--- src/rsv_pkg.sv ---
// ==========================================================
// scoreboard constants
// ==========================================================
package rsv_pkg;

	// unit indices, also the rank order inside each group
	localparam int NUM_UNITS = 10;
	localparam int U_SHIFT = 0;
	localparam int U_FADD = 1;
	localparam int U_LADD = 2;
	localparam int U_BOOL = 3;
	localparam int U_DIV = 4;
	localparam int U_MUL1 = 5;
	localparam int U_MUL2 = 6;
	localparam int U_INC1 = 7;
	localparam int U_INC2 = 8;
	localparam int U_BRANCH = 9;

	// register id: {file select, index}; file 0 means no register
	localparam int REG_ID_W = 5;
	localparam logic [1:0] F_NONE = 2'h0;
	localparam logic [1:0] F_X = 2'h1;
	localparam logic [1:0] F_B = 2'h2;
	localparam logic [1:0] F_A = 2'h3;
	localparam logic [4:0] REG_NONE = 5'h00;

	// trunk sharing groups, one per unit
	localparam logic [1:0] UNIT_GROUP [0:NUM_UNITS-1] = '{2'h0, 2'h0, 2'h0, 2'h1, 2'h1,
		2'h1, 2'h1, 2'h2, 2'h2, 2'h3};
	// result trunk numbers; the branch unit stores nothing
	localparam int TRUNK_W = 11;
	localparam int UNIT_TRUNK [0:NUM_UNITS-1] = '{3, 3, 3, 7, 7, 7, 7, 10, 10, 0};
	localparam int SHIFT_B_TRUNK = 4;

	// values after reset
	localparam logic [31:0] RESV_RESET = 32'h00000000;
	localparam logic [9:0] UNIT_RESET = 10'h000;

	// instruction classes from the opcode
	typedef enum logic [2:0] {CL_BRANCH, CL_BOOL, CL_SHIFT, CL_FADD, CL_LADD, CL_MUL, CL_DIV,
		CL_INC} rsv_class_t;

endpackage

--- src/rsv_scoreboard.sv ---
// Contract
// [RULE_01] result trunks shared per group, fixed ranks
// [RULE_02] shift stores X and B results together
// [RULE_03] issue reserves every named result register
// [RULE_04] operand sources checked at execution, per class
// [RULE_05] increment float reservation only for i nonzero
// [RULE_06] second operand from address field top bits
// [RULE_07] issue stalls until unit and results free
// [RULE_08] both operands fetched together when available
// [RULE_09] stored result usable same cycle, freed after
// [RULE_10] hold write while earlier reader still waits
// [RULE_11] lowest rank wins a contended shared trunk
`timescale 1ns/1ps
module rsv_scoreboard (
	input wire logic mclk,
	input wire logic rst_n,
	input wire logic issueValid,
	input wire logic [5:0] issueOp,
	input wire logic [2:0] issueI,
	input wire logic [2:0] issueJ,
	input wire logic [2:0] issueK,
	input wire logic [2:0] issueAddrHi,
	input wire logic [9:0] unitDone,
	output logic issueTakenQ,
	output logic [3:0] issueUnitQ,
	output logic issueStallQ,
	output logic [9:0] readGoQ,
	output logic [9:0] storeGoQ,
	output logic [9:0] busyQ,
	output logic [23:0] reservedRegsQ,
	output logic [10:0] trunkActiveQ
);

	// ==========================================================
	// state
	// ==========================================================
	localparam int NU = rsv_pkg::NUM_UNITS;

	logic [31:0] resvQ, resvD; // reservation column per register id
	logic [9:0] busyD; // unit holds an instruction
	logic [9:0] readDoneQ, readDoneD; // operands fetched
	logic [9:0] writtenQ, writtenD; // result stored
	logic [9:0] readGoD, storeGoD;
	logic [10:0] trunkD;
	logic [4:0] dst0Q [NU], dst0D [NU]; // first result register
	logic [4:0] dst1Q [NU], dst1D [NU]; // second result register
	logic [4:0] src0Q [NU], src0D [NU]; // first operand register
	logic [4:0] src1Q [NU], src1D [NU]; // second operand register
	logic [9:0] depQ [NU], depD [NU]; // units whose result this one awaits
	logic [9:0] waitQ [NU], waitD [NU]; // earlier units still to fetch
	logic issueTakenD, issueStallD;
	logic [3:0] issueUnitD;

	// decoded instruction
	rsv_pkg::rsv_class_t cls;
	logic [4:0] decD0, decD1, decS0, decS1;
	int unitSel;
	logic issueOk;

	// true when a names a register and equals b
	function automatic logic sameReg(input logic [4:0] a, input logic [4:0] b);
		return (a[4:3] != rsv_pkg::F_NONE) && (a == b);
	endfunction

	assign reservedRegsQ = resvQ[31:8];

	// ==========================================================
	// instruction decode
	// ==========================================================
	// class, result and operand registers from the opcode
	always_comb begin
		logic [1:0] s0File;
		logic useHi;
		s0File = rsv_pkg::F_NONE;
		useHi = 1'b0;
		cls = rsv_pkg::CL_BRANCH;
		decD0 = rsv_pkg::REG_NONE;
		decD1 = rsv_pkg::REG_NONE;
		decS0 = rsv_pkg::REG_NONE;
		decS1 = rsv_pkg::REG_NONE;
		// [RULE_04] operand sources per class
		case (issueOp[5:3])
			3'h0: begin
				// [RULE_03] branches reserve nothing
				cls = rsv_pkg::CL_BRANCH;
				if (issueOp[2:0] == 3'h3) begin
					decS0 = {rsv_pkg::F_X, issueJ};
					decS1 = {rsv_pkg::F_X, issueK};
				end else if (issueOp[2:0] >= 3'h2) begin
					decS0 = {rsv_pkg::F_B, issueJ};
					decS1 = {rsv_pkg::F_B, issueK};
				end
			end
			3'h1: begin
				cls = rsv_pkg::CL_BOOL;
				decD0 = {rsv_pkg::F_X, issueI};
				decS0 = {rsv_pkg::F_X, issueJ};
				decS1 = {rsv_pkg::F_X, issueK};
			end
			3'h2: begin
				cls = rsv_pkg::CL_SHIFT;
				decD0 = {rsv_pkg::F_X, issueI};
				decS0 = {rsv_pkg::F_B, issueJ};
				decS1 = {rsv_pkg::F_X, issueK};
				// [RULE_03] second result for normalise forms
				if (issueOp[2:0] >= 3'h4 && issueOp[2:0] <= 3'h6) begin
					decD1 = {rsv_pkg::F_B, issueJ};
				end
			end
			3'h3: begin
				cls = (issueOp[2:0] <= 3'h5) ? rsv_pkg::CL_FADD : rsv_pkg::CL_LADD;
				decD0 = {rsv_pkg::F_X, issueI};
				decS0 = {rsv_pkg::F_X, issueJ};
				decS1 = {rsv_pkg::F_X, issueK};
			end
			3'h4: begin
				decD0 = {rsv_pkg::F_X, issueI};
				if (issueOp[2:0] == 3'h3) begin
					cls = rsv_pkg::CL_SHIFT;
					decS0 = {rsv_pkg::F_B, issueJ};
				end else begin
					cls = (issueOp[2:0] <= 3'h2) ? rsv_pkg::CL_MUL : rsv_pkg::CL_DIV;
					decS0 = {rsv_pkg::F_X, issueJ};
				end
				decS1 = {rsv_pkg::F_X, issueK};
			end
			default: begin
				cls = rsv_pkg::CL_INC;
				if (issueOp[5:3] == 3'h5) begin
					decD0 = {rsv_pkg::F_A, issueI};
					// [RULE_05] float pair only when i nonzero
					if (issueI != 3'h0) begin
						decD1 = {rsv_pkg::F_X, issueI};
					end
					case (issueOp[2:0])
						3'h0, 3'h6, 3'h7: s0File = rsv_pkg::F_A;
						3'h1, 3'h3: s0File = rsv_pkg::F_B;
						default: s0File = rsv_pkg::F_X;
					endcase
					useHi = (issueOp[2:0] <= 3'h5);
				end else begin
					decD0 = (issueOp[5:3] == 3'h6) ? {rsv_pkg::F_B, issueI} : {rsv_pkg::F_X, issueI};
					case (issueOp[2:0])
						3'h0, 3'h3: s0File = rsv_pkg::F_A;
						3'h1, 3'h4, 3'h5: s0File = rsv_pkg::F_B;
						default: s0File = rsv_pkg::F_X;
					endcase
					useHi = (issueOp[5:3] == 3'h6) ? (issueOp[2:0] != 3'h3) : (issueOp[2:0] <= 3'h2);
				end
				decS0 = {s0File, issueJ};
				// [RULE_06] k from address field top bits when useHi, else from issueK
				decS1 = {rsv_pkg::F_B, useHi ? issueAddrHi : issueK};
			end
		endcase
	end

	// ==========================================================
	// issue check
	// ==========================================================
	// pick the unit, free one of a duplexed pair
	always_comb begin
		case (cls)
			rsv_pkg::CL_BOOL: unitSel = rsv_pkg::U_BOOL;
			rsv_pkg::CL_SHIFT: unitSel = rsv_pkg::U_SHIFT;
			rsv_pkg::CL_FADD: unitSel = rsv_pkg::U_FADD;
			rsv_pkg::CL_LADD: unitSel = rsv_pkg::U_LADD;
			rsv_pkg::CL_DIV: unitSel = rsv_pkg::U_DIV;
			rsv_pkg::CL_MUL: unitSel = busyQ[rsv_pkg::U_MUL1] ? rsv_pkg::U_MUL2 : rsv_pkg::U_MUL1;
			rsv_pkg::CL_INC: unitSel = busyQ[rsv_pkg::U_INC1] ? rsv_pkg::U_INC2 : rsv_pkg::U_INC1;
			default: unitSel = rsv_pkg::U_BRANCH;
		endcase
		// [RULE_07] word present, unit free, results free
		issueOk = issueValid && !issueTakenQ && !busyQ[unitSel]
			&& !(sameReg(decD0, decD0) && resvQ[decD0])
			&& !(sameReg(decD1, decD1) && resvQ[decD1]);
	end

	// ==========================================================
	// unit tracking
	// ==========================================================
	// store grants, operand fetches, release and issue
	always_comb begin
		logic [9:0] storeReq, readReq, grant;
		logic hold;
		storeReq = '0;
		readReq = '0;
		grant = '0;
		hold = 1'b0;
		resvD = resvQ;
		busyD = busyQ;
		readDoneD = readDoneQ;
		writtenD = writtenQ;
		readGoD = '0;
		storeGoD = '0;
		trunkD = '0;
		dst0D = dst0Q;
		dst1D = dst1Q;
		src0D = src0Q;
		src1D = src1Q;
		depD = depQ;
		waitD = waitQ;
		for (int u = 0; u < NU; u++) begin
			// [RULE_10] hold while an earlier reader needs it
			hold = 1'b0;
			for (int v = 0; v < NU; v++) begin
				if (waitQ[u][v] && !readDoneQ[v] && (sameReg(src0Q[v], dst0Q[u])
					|| sameReg(src1Q[v], dst0Q[u]) || sameReg(src0Q[v], dst1Q[u])
					|| sameReg(src1Q[v], dst1Q[u]))) begin
					hold = 1'b1;
				end
			end
			storeReq[u] = busyQ[u] && readDoneQ[u] && !writtenQ[u] && unitDone[u] && !hold
				&& (u != rsv_pkg::U_BRANCH);
		end
		// [RULE_11] lowest rank in the group wins
		for (int u = 0; u < NU; u++) begin
			grant[u] = storeReq[u];
			for (int v = 0; v < u; v++) begin
				if (storeReq[v] && rsv_pkg::UNIT_GROUP[v] == rsv_pkg::UNIT_GROUP[u]) begin
					grant[u] = 1'b0;
				end
			end
			if (grant[u]) begin
				storeGoD[u] = 1'b1;
				writtenD[u] = 1'b1;
				// [RULE_01] drive the group's result trunk
				trunkD[rsv_pkg::UNIT_TRUNK[u]] = 1'b1;
				// [RULE_02] shift second result on its own trunk
				if (u == rsv_pkg::U_SHIFT && sameReg(dst1Q[u], dst1Q[u])) begin
					trunkD[rsv_pkg::SHIFT_B_TRUNK] = 1'b1;
				end
			end
		end
		// [RULE_09] a result granted now is fetchable in its write cycle
		for (int u = 0; u < NU; u++) begin
			readReq[u] = busyQ[u] && !readDoneQ[u] && ((depQ[u] & busyQ & ~writtenQ & ~grant) == '0);
		end
		// [RULE_08] both operands in one fetch, one unit per group
		for (int u = 0; u < NU; u++) begin
			if (readReq[u]) begin
				readGoD[u] = 1'b1;
				for (int v = 0; v < u; v++) begin
					if (readReq[v] && rsv_pkg::UNIT_GROUP[v] == rsv_pkg::UNIT_GROUP[u]) begin
						readGoD[u] = 1'b0;
					end
				end
			end
			if (readGoD[u]) begin
				readDoneD[u] = 1'b1;
				for (int w = 0; w < NU; w++) begin
					waitD[w][u] = 1'b0;
				end
			end
		end
		for (int u = 0; u < NU; u++) begin
			// [RULE_09] release reservation one cycle after the store
			if (storeGoQ[u]) begin
				busyD[u] = 1'b0;
				if (sameReg(dst0Q[u], dst0Q[u])) begin
					resvD[dst0Q[u]] = 1'b0;
				end
				if (sameReg(dst1Q[u], dst1Q[u])) begin
					resvD[dst1Q[u]] = 1'b0;
				end
				for (int w = 0; w < NU; w++) begin
					depD[w][u] = 1'b0;
				end
			end
			// branch unit frees once it has fetched and finished
			if (u == rsv_pkg::U_BRANCH && busyQ[u] && readDoneQ[u] && unitDone[u]) begin
				busyD[u] = 1'b0;
			end
		end
		// [RULE_03] reserve results at issue; set after clears
		if (issueOk) begin
			busyD[unitSel] = 1'b1;
			readDoneD[unitSel] = 1'b0;
			writtenD[unitSel] = 1'b0;
			dst0D[unitSel] = decD0;
			dst1D[unitSel] = decD1;
			src0D[unitSel] = decS0;
			src1D[unitSel] = decS1;
			waitD[unitSel] = busyQ & ~readDoneD;
			for (int v = 0; v < NU; v++) begin
				depD[unitSel][v] = busyQ[v] && !writtenQ[v] && !grant[v]
					&& (sameReg(dst0Q[v], decS0) || sameReg(dst0Q[v], decS1)
					|| sameReg(dst1Q[v], decS0) || sameReg(dst1Q[v], decS1));
			end
			if (sameReg(decD0, decD0)) begin
				resvD[decD0] = 1'b1;
			end
			if (sameReg(decD1, decD1)) begin
				resvD[decD1] = 1'b1;
			end
		end
		issueTakenD = issueOk;
		issueUnitD = issueOk ? 4'(unitSel) : issueUnitQ;
		issueStallD = issueValid && !issueOk && !issueTakenQ;
	end

	// registers only
	always_ff @(posedge mclk) begin
		if (!rst_n) begin
			resvQ <= rsv_pkg::RESV_RESET;
			busyQ <= rsv_pkg::UNIT_RESET;
			readDoneQ <= rsv_pkg::UNIT_RESET;
			writtenQ <= rsv_pkg::UNIT_RESET;
			readGoQ <= rsv_pkg::UNIT_RESET;
			storeGoQ <= rsv_pkg::UNIT_RESET;
			trunkActiveQ <= '0;
			issueTakenQ <= 1'b0;
			issueUnitQ <= '0;
			issueStallQ <= 1'b0;
			for (int u = 0; u < NU; u++) begin
				dst0Q[u] <= rsv_pkg::REG_NONE;
				dst1Q[u] <= rsv_pkg::REG_NONE;
				src0Q[u] <= rsv_pkg::REG_NONE;
				src1Q[u] <= rsv_pkg::REG_NONE;
				depQ[u] <= rsv_pkg::UNIT_RESET;
				waitQ[u] <= rsv_pkg::UNIT_RESET;
			end
		end else begin
			resvQ <= resvD;
			busyQ <= busyD;
			readDoneQ <= readDoneD;
			writtenQ <= writtenD;
			readGoQ <= readGoD;
			storeGoQ <= storeGoD;
			trunkActiveQ <= trunkD;
			issueTakenQ <= issueTakenD;
			issueUnitQ <= issueUnitD;
			issueStallQ <= issueStallD;
			dst0Q <= dst0D;
			dst1Q <= dst1D;
			src0Q <= src0D;
			src1Q <= src1D;
			depQ <= depD;
			waitQ <= waitD;
		end
	end

endmodule // rsv_scoreboard

--- config.mk ---
export PLATFORM = sky130hd
export DESIGN_NAME = rsv_scoreboard
export DESIGN_NICKNAME = d
export VERILOG_FILES = /design/src/rsv_pkg.sv /design/src/rsv_scoreboard.sv
export SDC_FILE = /design/constraint.sdc
export NUM_CORES = 2
export LEC_CHECK = 0
export BUFFER_PORTS_ARGS = -buffer_cell sky130_fd_sc_hd__buf_4
export CORE_MARGIN = 2
export CORE_UTILIZATION = 45
export DETAILED_ROUTE_END_ITERATION = 10
export GPL_TIMING_DRIVEN = 0
export PLACE_DENSITY = 0.69
export RECOVER_POWER = 25
export SLEW_MARGIN = 20
export SYNTH_ARGS = -nofsm -noshare
export SYNTH_HDL_FRONTEND = slang
export SYNTH_SLANG_ARGS = --single-unit
--- constraint.sdc ---
create_clock -name mclk -period 6.1 [get_ports mclk]
set_input_delay 0.61 -clock mclk [delete_from_list [all_inputs] [get_ports mclk]]
set_output_delay 0.61 -clock mclk [all_outputs]
set_load 0.01 [all_outputs]
After elaboration in Yosys (flattened, before gate mapping)
Index checks and enable logic that the tools add are counted.

Register bits after elaboration: 499. Input port bits: 31. Output and inout bits: 71. Logic and storage cells: 2267.

$lt $le $gt $ge: 53. Equal/unequal tests: 420. Muxes and demuxes: 532. Bitwise logic cells: 81. Reductions and logical operators: 1107.

Operators by type and width (count): 5-bit == test (400); 32-bit 2-to-1 mux (44); 100-bit bitwise mux (11); 1-bit logical AND (700); 32-bit NOT (21); 32-bit AND (20); 10-bit demux with 4-bit select (11); 1-bit 2-to-1 mux (394); 10-bit AND (33); 1-bit logical OR (300); 50-bit bitwise mux (4); 100-bit 2-to-1 mux (2); 5-bit by 6-bit less-than comparator with 1-bit output (second input constant) (22); 1-bit demux with 5-bit select (22); 5-bit by 1-bit >= comparator with 1-bit output (second input constant) (22); 10-bit zero test (10); 2-bit nonzero test (42); 32-bit OR (2); 5-bit 2-to-1 mux (11); 1-bit zero test (43); 10-bit 2-to-1 mux (4); 3-bit == test (second input constant) (11); 32-bit by 1-bit >= comparator with 1-bit output (second input constant) (1); 32-bit by 5-bit >= comparator with 1-bit output (second input constant) (1); other kinds (35) (62).

Depth between registers and ports, before layout
Depth after elaboration: 71. Mapped depth: 18. Gate-level depth less buffers: 13.

Worst setup path after synthesis
No wires, ideal clock.

Path type: input to register. From: input port issueOp[5]. To: register depQ[92] (netlist name). Library setup time: 0.128 ns. Arrival time: 3.768 ns. Required time: 5.972 ns. Setup slack: 2.203 ns. Stages: 12. Cell sequence: buf_2 -> nor2b_1 -> and4_1 -> nor3_1 -> mux4_2 -> a22oi_1 -> nand4_1 -> nor4_2 -> nor2_1 -> clkbuf_1 -> nand3b_1 -> o21ai_0.

Cells in the longest elaborated chain, start to end: 23. Elaborated cells between the ends (all ways): 194. Classes of those cells: order compare (2); eq/ne (53); mux (43); bitwise (1); reduce/logical (95).

Ends and longest elaborated chain: from (decl) (RTL line rsv_scoreboard.sv:18) `input wire logic [5:0] issueOp,`; parallel branches: the longest is 22 deep, another holds 32-bit by 5-bit >= comparator with 1-bit output; 100-bit 2-to-1 mux (*) (RTL line rsv_scoreboard.sv:275) `if (issueOk) begin`; to (signal, indexed assignment) (RTL line rsv_scoreboard.sv:319) `depQ[u] <= rsv_pkg::UNIT_RESET;`; to (signal assigned) (RTL line rsv_scoreboard.sv:337) `depQ <= depD;`; to (decl) (RTL line rsv_scoreboard.sv:49) `logic [9:0] depQ [NU], depD [NU];`.

Mark *: on every way between the ends. The select of a mux whose other input is x is not followed. A chain may end at the register's enable or synchronous reset.

Worst setup path in the final report
From: register readDoneQ[8]. To: register waitQ[56] (netlist name).

Cells in the longest elaborated chain, start to end: 24. Elaborated cells between the ends (all ways): 92. Classes of those cells: mux (36); bitwise (8); reduce/logical (48).

Ends and longest elaborated chain: from (decl) (RTL line rsv_scoreboard.sv:41) `logic [9:0] readDoneQ, readDoneD;`; from (signal assigned) (RTL line rsv_scoreboard.sv:306) `readDoneQ <= rsv_pkg::UNIT_RESET;`; from (signal assigned) (RTL line rsv_scoreboard.sv:325) `readDoneQ <= readDoneD;`; 1-bit zero test (RTL line rsv_scoreboard.sv:206) `if (waitQ[u][v] && !readDoneQ[v] && (sameReg(src0Q[v], dst0Q[u])`; 1-bit logical AND (2 in series) (RTL line rsv_scoreboard.sv:206); 1-bit 2-to-1 mux (2 in series) (RTL line rsv_scoreboard.sv:206); 1-bit zero test (RTL line rsv_scoreboard.sv:212) `storeReq[u] = busyQ[u] && readDoneQ[u] && !writtenQ[u] && unitDone[u] && !hold`; 1-bit logical AND (RTL line rsv_scoreboard.sv:212); 1-bit 2-to-1 mux (3 in series) (RTL line rsv_scoreboard.sv:219) `if (storeReq[v] && rsv_pkg::UNIT_GROUP[v] == rsv_pkg::UNIT_GROUP[u]) begin`; 9-bit NOT with 10-bit output (*) (RTL line rsv_scoreboard.sv:236) `readReq[u] = busyQ[u] && !readDoneQ[u] && ((depQ[u] & busyQ & ~writtenQ & ~grant) == '0);`; 10-bit AND (RTL line rsv_scoreboard.sv:236); [... 2 more ...]; 1-bit 2-to-1 mux (3 in series) (RTL line rsv_scoreboard.sv:243) `if (readReq[v] && rsv_pkg::UNIT_GROUP[v] == rsv_pkg::UNIT_GROUP[u]) begin`; 1-bit 2-to-1 mux (*) (RTL line rsv_scoreboard.sv:240) `if (readReq[u]) begin`; 1-bit 2-to-1 mux (RTL line rsv_scoreboard.sv:248) `if (readGoD[u]) begin`; 10-bit AND (no line); 10-bit NOT (RTL line rsv_scoreboard.sv:283) `waitD[unitSel] = busyQ & ~readDoneD;`; 10-bit AND (RTL line rsv_scoreboard.sv:283); 100-bit bitwise mux (RTL line rsv_scoreboard.sv:283); 100-bit 2-to-1 mux (*) (RTL line rsv_scoreboard.sv:275); to (signal, indexed assignment) (RTL line rsv_scoreboard.sv:320) `waitQ[u] <= rsv_pkg::UNIT_RESET;`; to (signal assigned) (RTL line rsv_scoreboard.sv:338) `waitQ <= waitD;`; to (decl) (RTL line rsv_scoreboard.sv:50) `logic [9:0] waitQ [NU], waitD [NU];`.

Every way passes the cells marked *; elsewhere a longest branch is shown, timed or not.

==> impl_metrics.toml <==
[timing]
hold_slack_ns = 0.164
drv_slew = 8
period_share = 1.06
tns_ns = -10.67
slew_headroom = -0.00913
setup_viol = 56
tightestPinTransition_ns = 1.50
fmax_mhz = 154
min_period_ns = 6.49
skew_ns = 0.0765
hold_viol = 0
fin_ws_ns = -0.388

[global_route]
antenna_found_initial = 31
grt_pass1_vias = 48100
grt_usage = 0.556
grt_pass1_wl_mm = 410
grt.overflow.total = 0
grt_max_degree = 20

[yosys]
synth_most_common_cell = "xnor2_1"
synth_fa_ha_area_frac = 0.000214
synthFlopType = "dfxtp_1"
postSynth.asyncResetShare = 0
synth_top_area_cell = "xnor2_1"
synth_edf_count = 0
synthTopCellsByArea = "xnor2_1 (21%), dfxtp_1 (20%), xor2_1 (13%)"
ys_types = 91
postSynthAreaPerCell_um2 = 7.68
synth_commonest_cells = "xnor2_1 (1121), xor2_1 (682), dfxtp_1 (468)"
syn_inst = 6076
ys_ff_latch = 468
muxShareOfSynthArea = 0.00898
synth-simple-area-share = 0.211
synth-compound-area-share = 0.157
yosysTopAreaCellShare = 0.210
synthXorXnorAreaFrac = 0.338
synth_top_family_by_area = "XOR/XNOR gates"
yosys_warnings = 0
syn-cell-area_um2 = 46700
ys_seq_area_frac = 0.201

[critical_path]
path_common_cell = "nor4_1"
cp_max_fo = 10
critPathArrivalTime_ns = 7.06
cp-start-kind = "flop"
crit_slowest_cell = "nor4_2"
end_kind = "flop"
cpPeakStageDelay_ns = 0.96
path_class = "flop to flop"
critical_path_required_ns = 6.67
crit_chain = "inv_1 > nand2_1 > nor4_1 > a41oi_1 > nand4_1 > nor4_2 > a21oi_1 > clkbuf_1 > a22o_1 > a221oi_1 > nand3_1 > nor4_1 > buf_2 > nor3_1"
r2r_setup_slack_ns = -0.39

[drt]
vias_per_cell = 6.90
drt_iter0_drc = 9632
drt-pass1-iter-count = 9
wl_mm = 310
vias = 53200
drc = 0
ant_nets = 0
wl_per_cell_um = 40.2

[place]
dpl-instance-area_um2 = 49400
gp_congestion = 1.15
io_buffer_count = 90
dp_slack_ns = -0.229
dp_hpwl_mm = 241

[die]
die_w_um = 326
rows = 118
ios = 102
initial_core_util = 0.452
die_area_um2 = 106000
die_height_um = 326
core_area_um2 = 103000

[power]
p_seq_frac = 0.374
pwr-share-comb = 0.165
p_per_area_nw_per_um2 = 162
ir_drop_v = 0.000266
p_int_uw = 5570
p_total_uw = 8330
net-switching-power_uw = 2750
swShare = 0.331
clkPwrFrac = 0.461
p_leak_uw = 0.0213

[clock_tree]
clkSinkCount = 468
cts-htree-levels = 2
ctsRootBufferMaster = "clkbuf_16"
cts_buffers = 57
worstSkewPairLatency_ns = 0.75
cts_tree = "built"
cts_hold_repair.buffers = 0
clk_path_buf_depth = 3
postCtsSetupRepairBufs = 0
clk_pin_slew_worst_paths_ns = 0.07

[status]
status = "complete, but fails checks"
violations = "max-capacitance violations, max-slew violations, negative setup slack"

[worst_hold_path]
hold_path.class = "input pin to flop"

[final_layout]
final_area_um2 = 51500
drive_gt1_frac = 0.124
syn2layout_area_growth_pct = 10.3
fillCellCount = 10400
nets = 6275

[run]
drv_cap = 1
==> through the flow <==
step                      instances  utilization
final                          7717        0.499
after global routing           7675        0.498
after CTS                      7668        0.498
after detailed placement       7563        0.478
after global placement         7553        0.476
after floorplan                6083            -
==> critical path, delay by kind of cell (launching register included) <==
family	cells	cell delay, ns
and+or+nand+nor	7	2.88
AOI/OAI and AO/OA	4	1.36
buffers and inverters	3	1.15
DFF	1	0.89
==> cell families (layout without fill, tap and decap cells) <==
logic type / after synthesis / count (layout)
mux: 40 / 40
xor+xnor: 1803 / 1803
fa+ha+maj: 1 / 1
buf+inv: 777 / 984
simple gates: 1881 / 1881
compound gates: 1105 / 1105
other cells: 1 / 55
flops: 468 / 468
==> power groups by stage <==
stage	clock network (uW)	registers, uW	logic, uW
final	3840	3120	1370
after floorplan	0	3170	767
after detailed placement	0	3180	1270
after CTS	3750	3110	1280
after global placement	0	3180	1250
after global routing	3880	3120	1370
==> final timing paths <==
path                                    from  cells past startpoint     endpoint
worst max register to register  readDoneQ[8]                     14    waitQ[56]
worst min-delay path              issueValid                      3  issueStallQ
worst min register to register       depQ[9]                      2      depQ[9]
worst max-delay path            readDoneQ[8]                     14    waitQ[56]
==> cells in the final DEF, fill, tap and decap left out, types with 57 or more instances in the layout <==
cell type  Yosys  layout
nor4_1        91      89
xor2_1       682     682
dfxtp_1      468     467
nand3b_1     125     125
o22ai_1      291     290
nor3_1       258     254
and2_1        83      82
o21ai_0      250     250
xnor2_1     1121    1121
nand4_1       76      76
nand2_1      458     458
clkbuf_16      0      57
a22oi_1      144     143
buf_4        149     178
clkbuf_1     240     265
nor2_1       208     203
nand3_1      335     335
buf_2        303     307
a21oi_1      107     105
==> sequential cells by signal (all words and copies together) (netlist names), 24 cells and up <==
| register | cells |
|---|---|
| depQ | 100 |
| dst0Q | 50 |
| dst1Q | 50 |
| resvQ | 24 |
| src0Q | 50 |
| src1Q | 50 |
| waitQ | 85 |
==> repair_timing <==
| item | CTS | global route |
|---|---|---|
| cloned | 0 | 0 |
| resized for setup | 3 | 18 |
| setup endpoints to repair | 18 | 78 |
| hold endpoints to repair | 0 | 0 |
| pin swaps | 0 | 1 |
==> layout make-up <==
| class | count | area, um^2 | area share |
|---|---|---|---|
| clock inverter | 31 | 415 | 0.00807 |
| inverter | 24 | 90.1 | 0.00175 |
| tap | 1380 | 1730 | 0.0335 |
| multi-input combinational | 4838 | 33500 | 0.652 |
| sequential | 468 | 9370 | 0.182 |
| clock buffer | 74 | 1590 | 0.0309 |
| antenna | 47 | 118 | 0.00229 |
| timing repair buffer | 104 | 744 | 0.0145 |
| buffer | 751 | 3880 | 0.0753 |
==> routing by layer <==
layer | GRT usage | vias to the layer above | routed length, um
met5 | 0.0204 | - | 384
met4 | 0.482 | 14 | 33300
met3 | 0.254 | 1590 | 47800
met2 | 0.784 | 5100 | 122000
met1 | 0.631 | 25300 | 107000
li1 | - | 21300 | -
No activity file was read; power rests on OpenSTA's default activity.
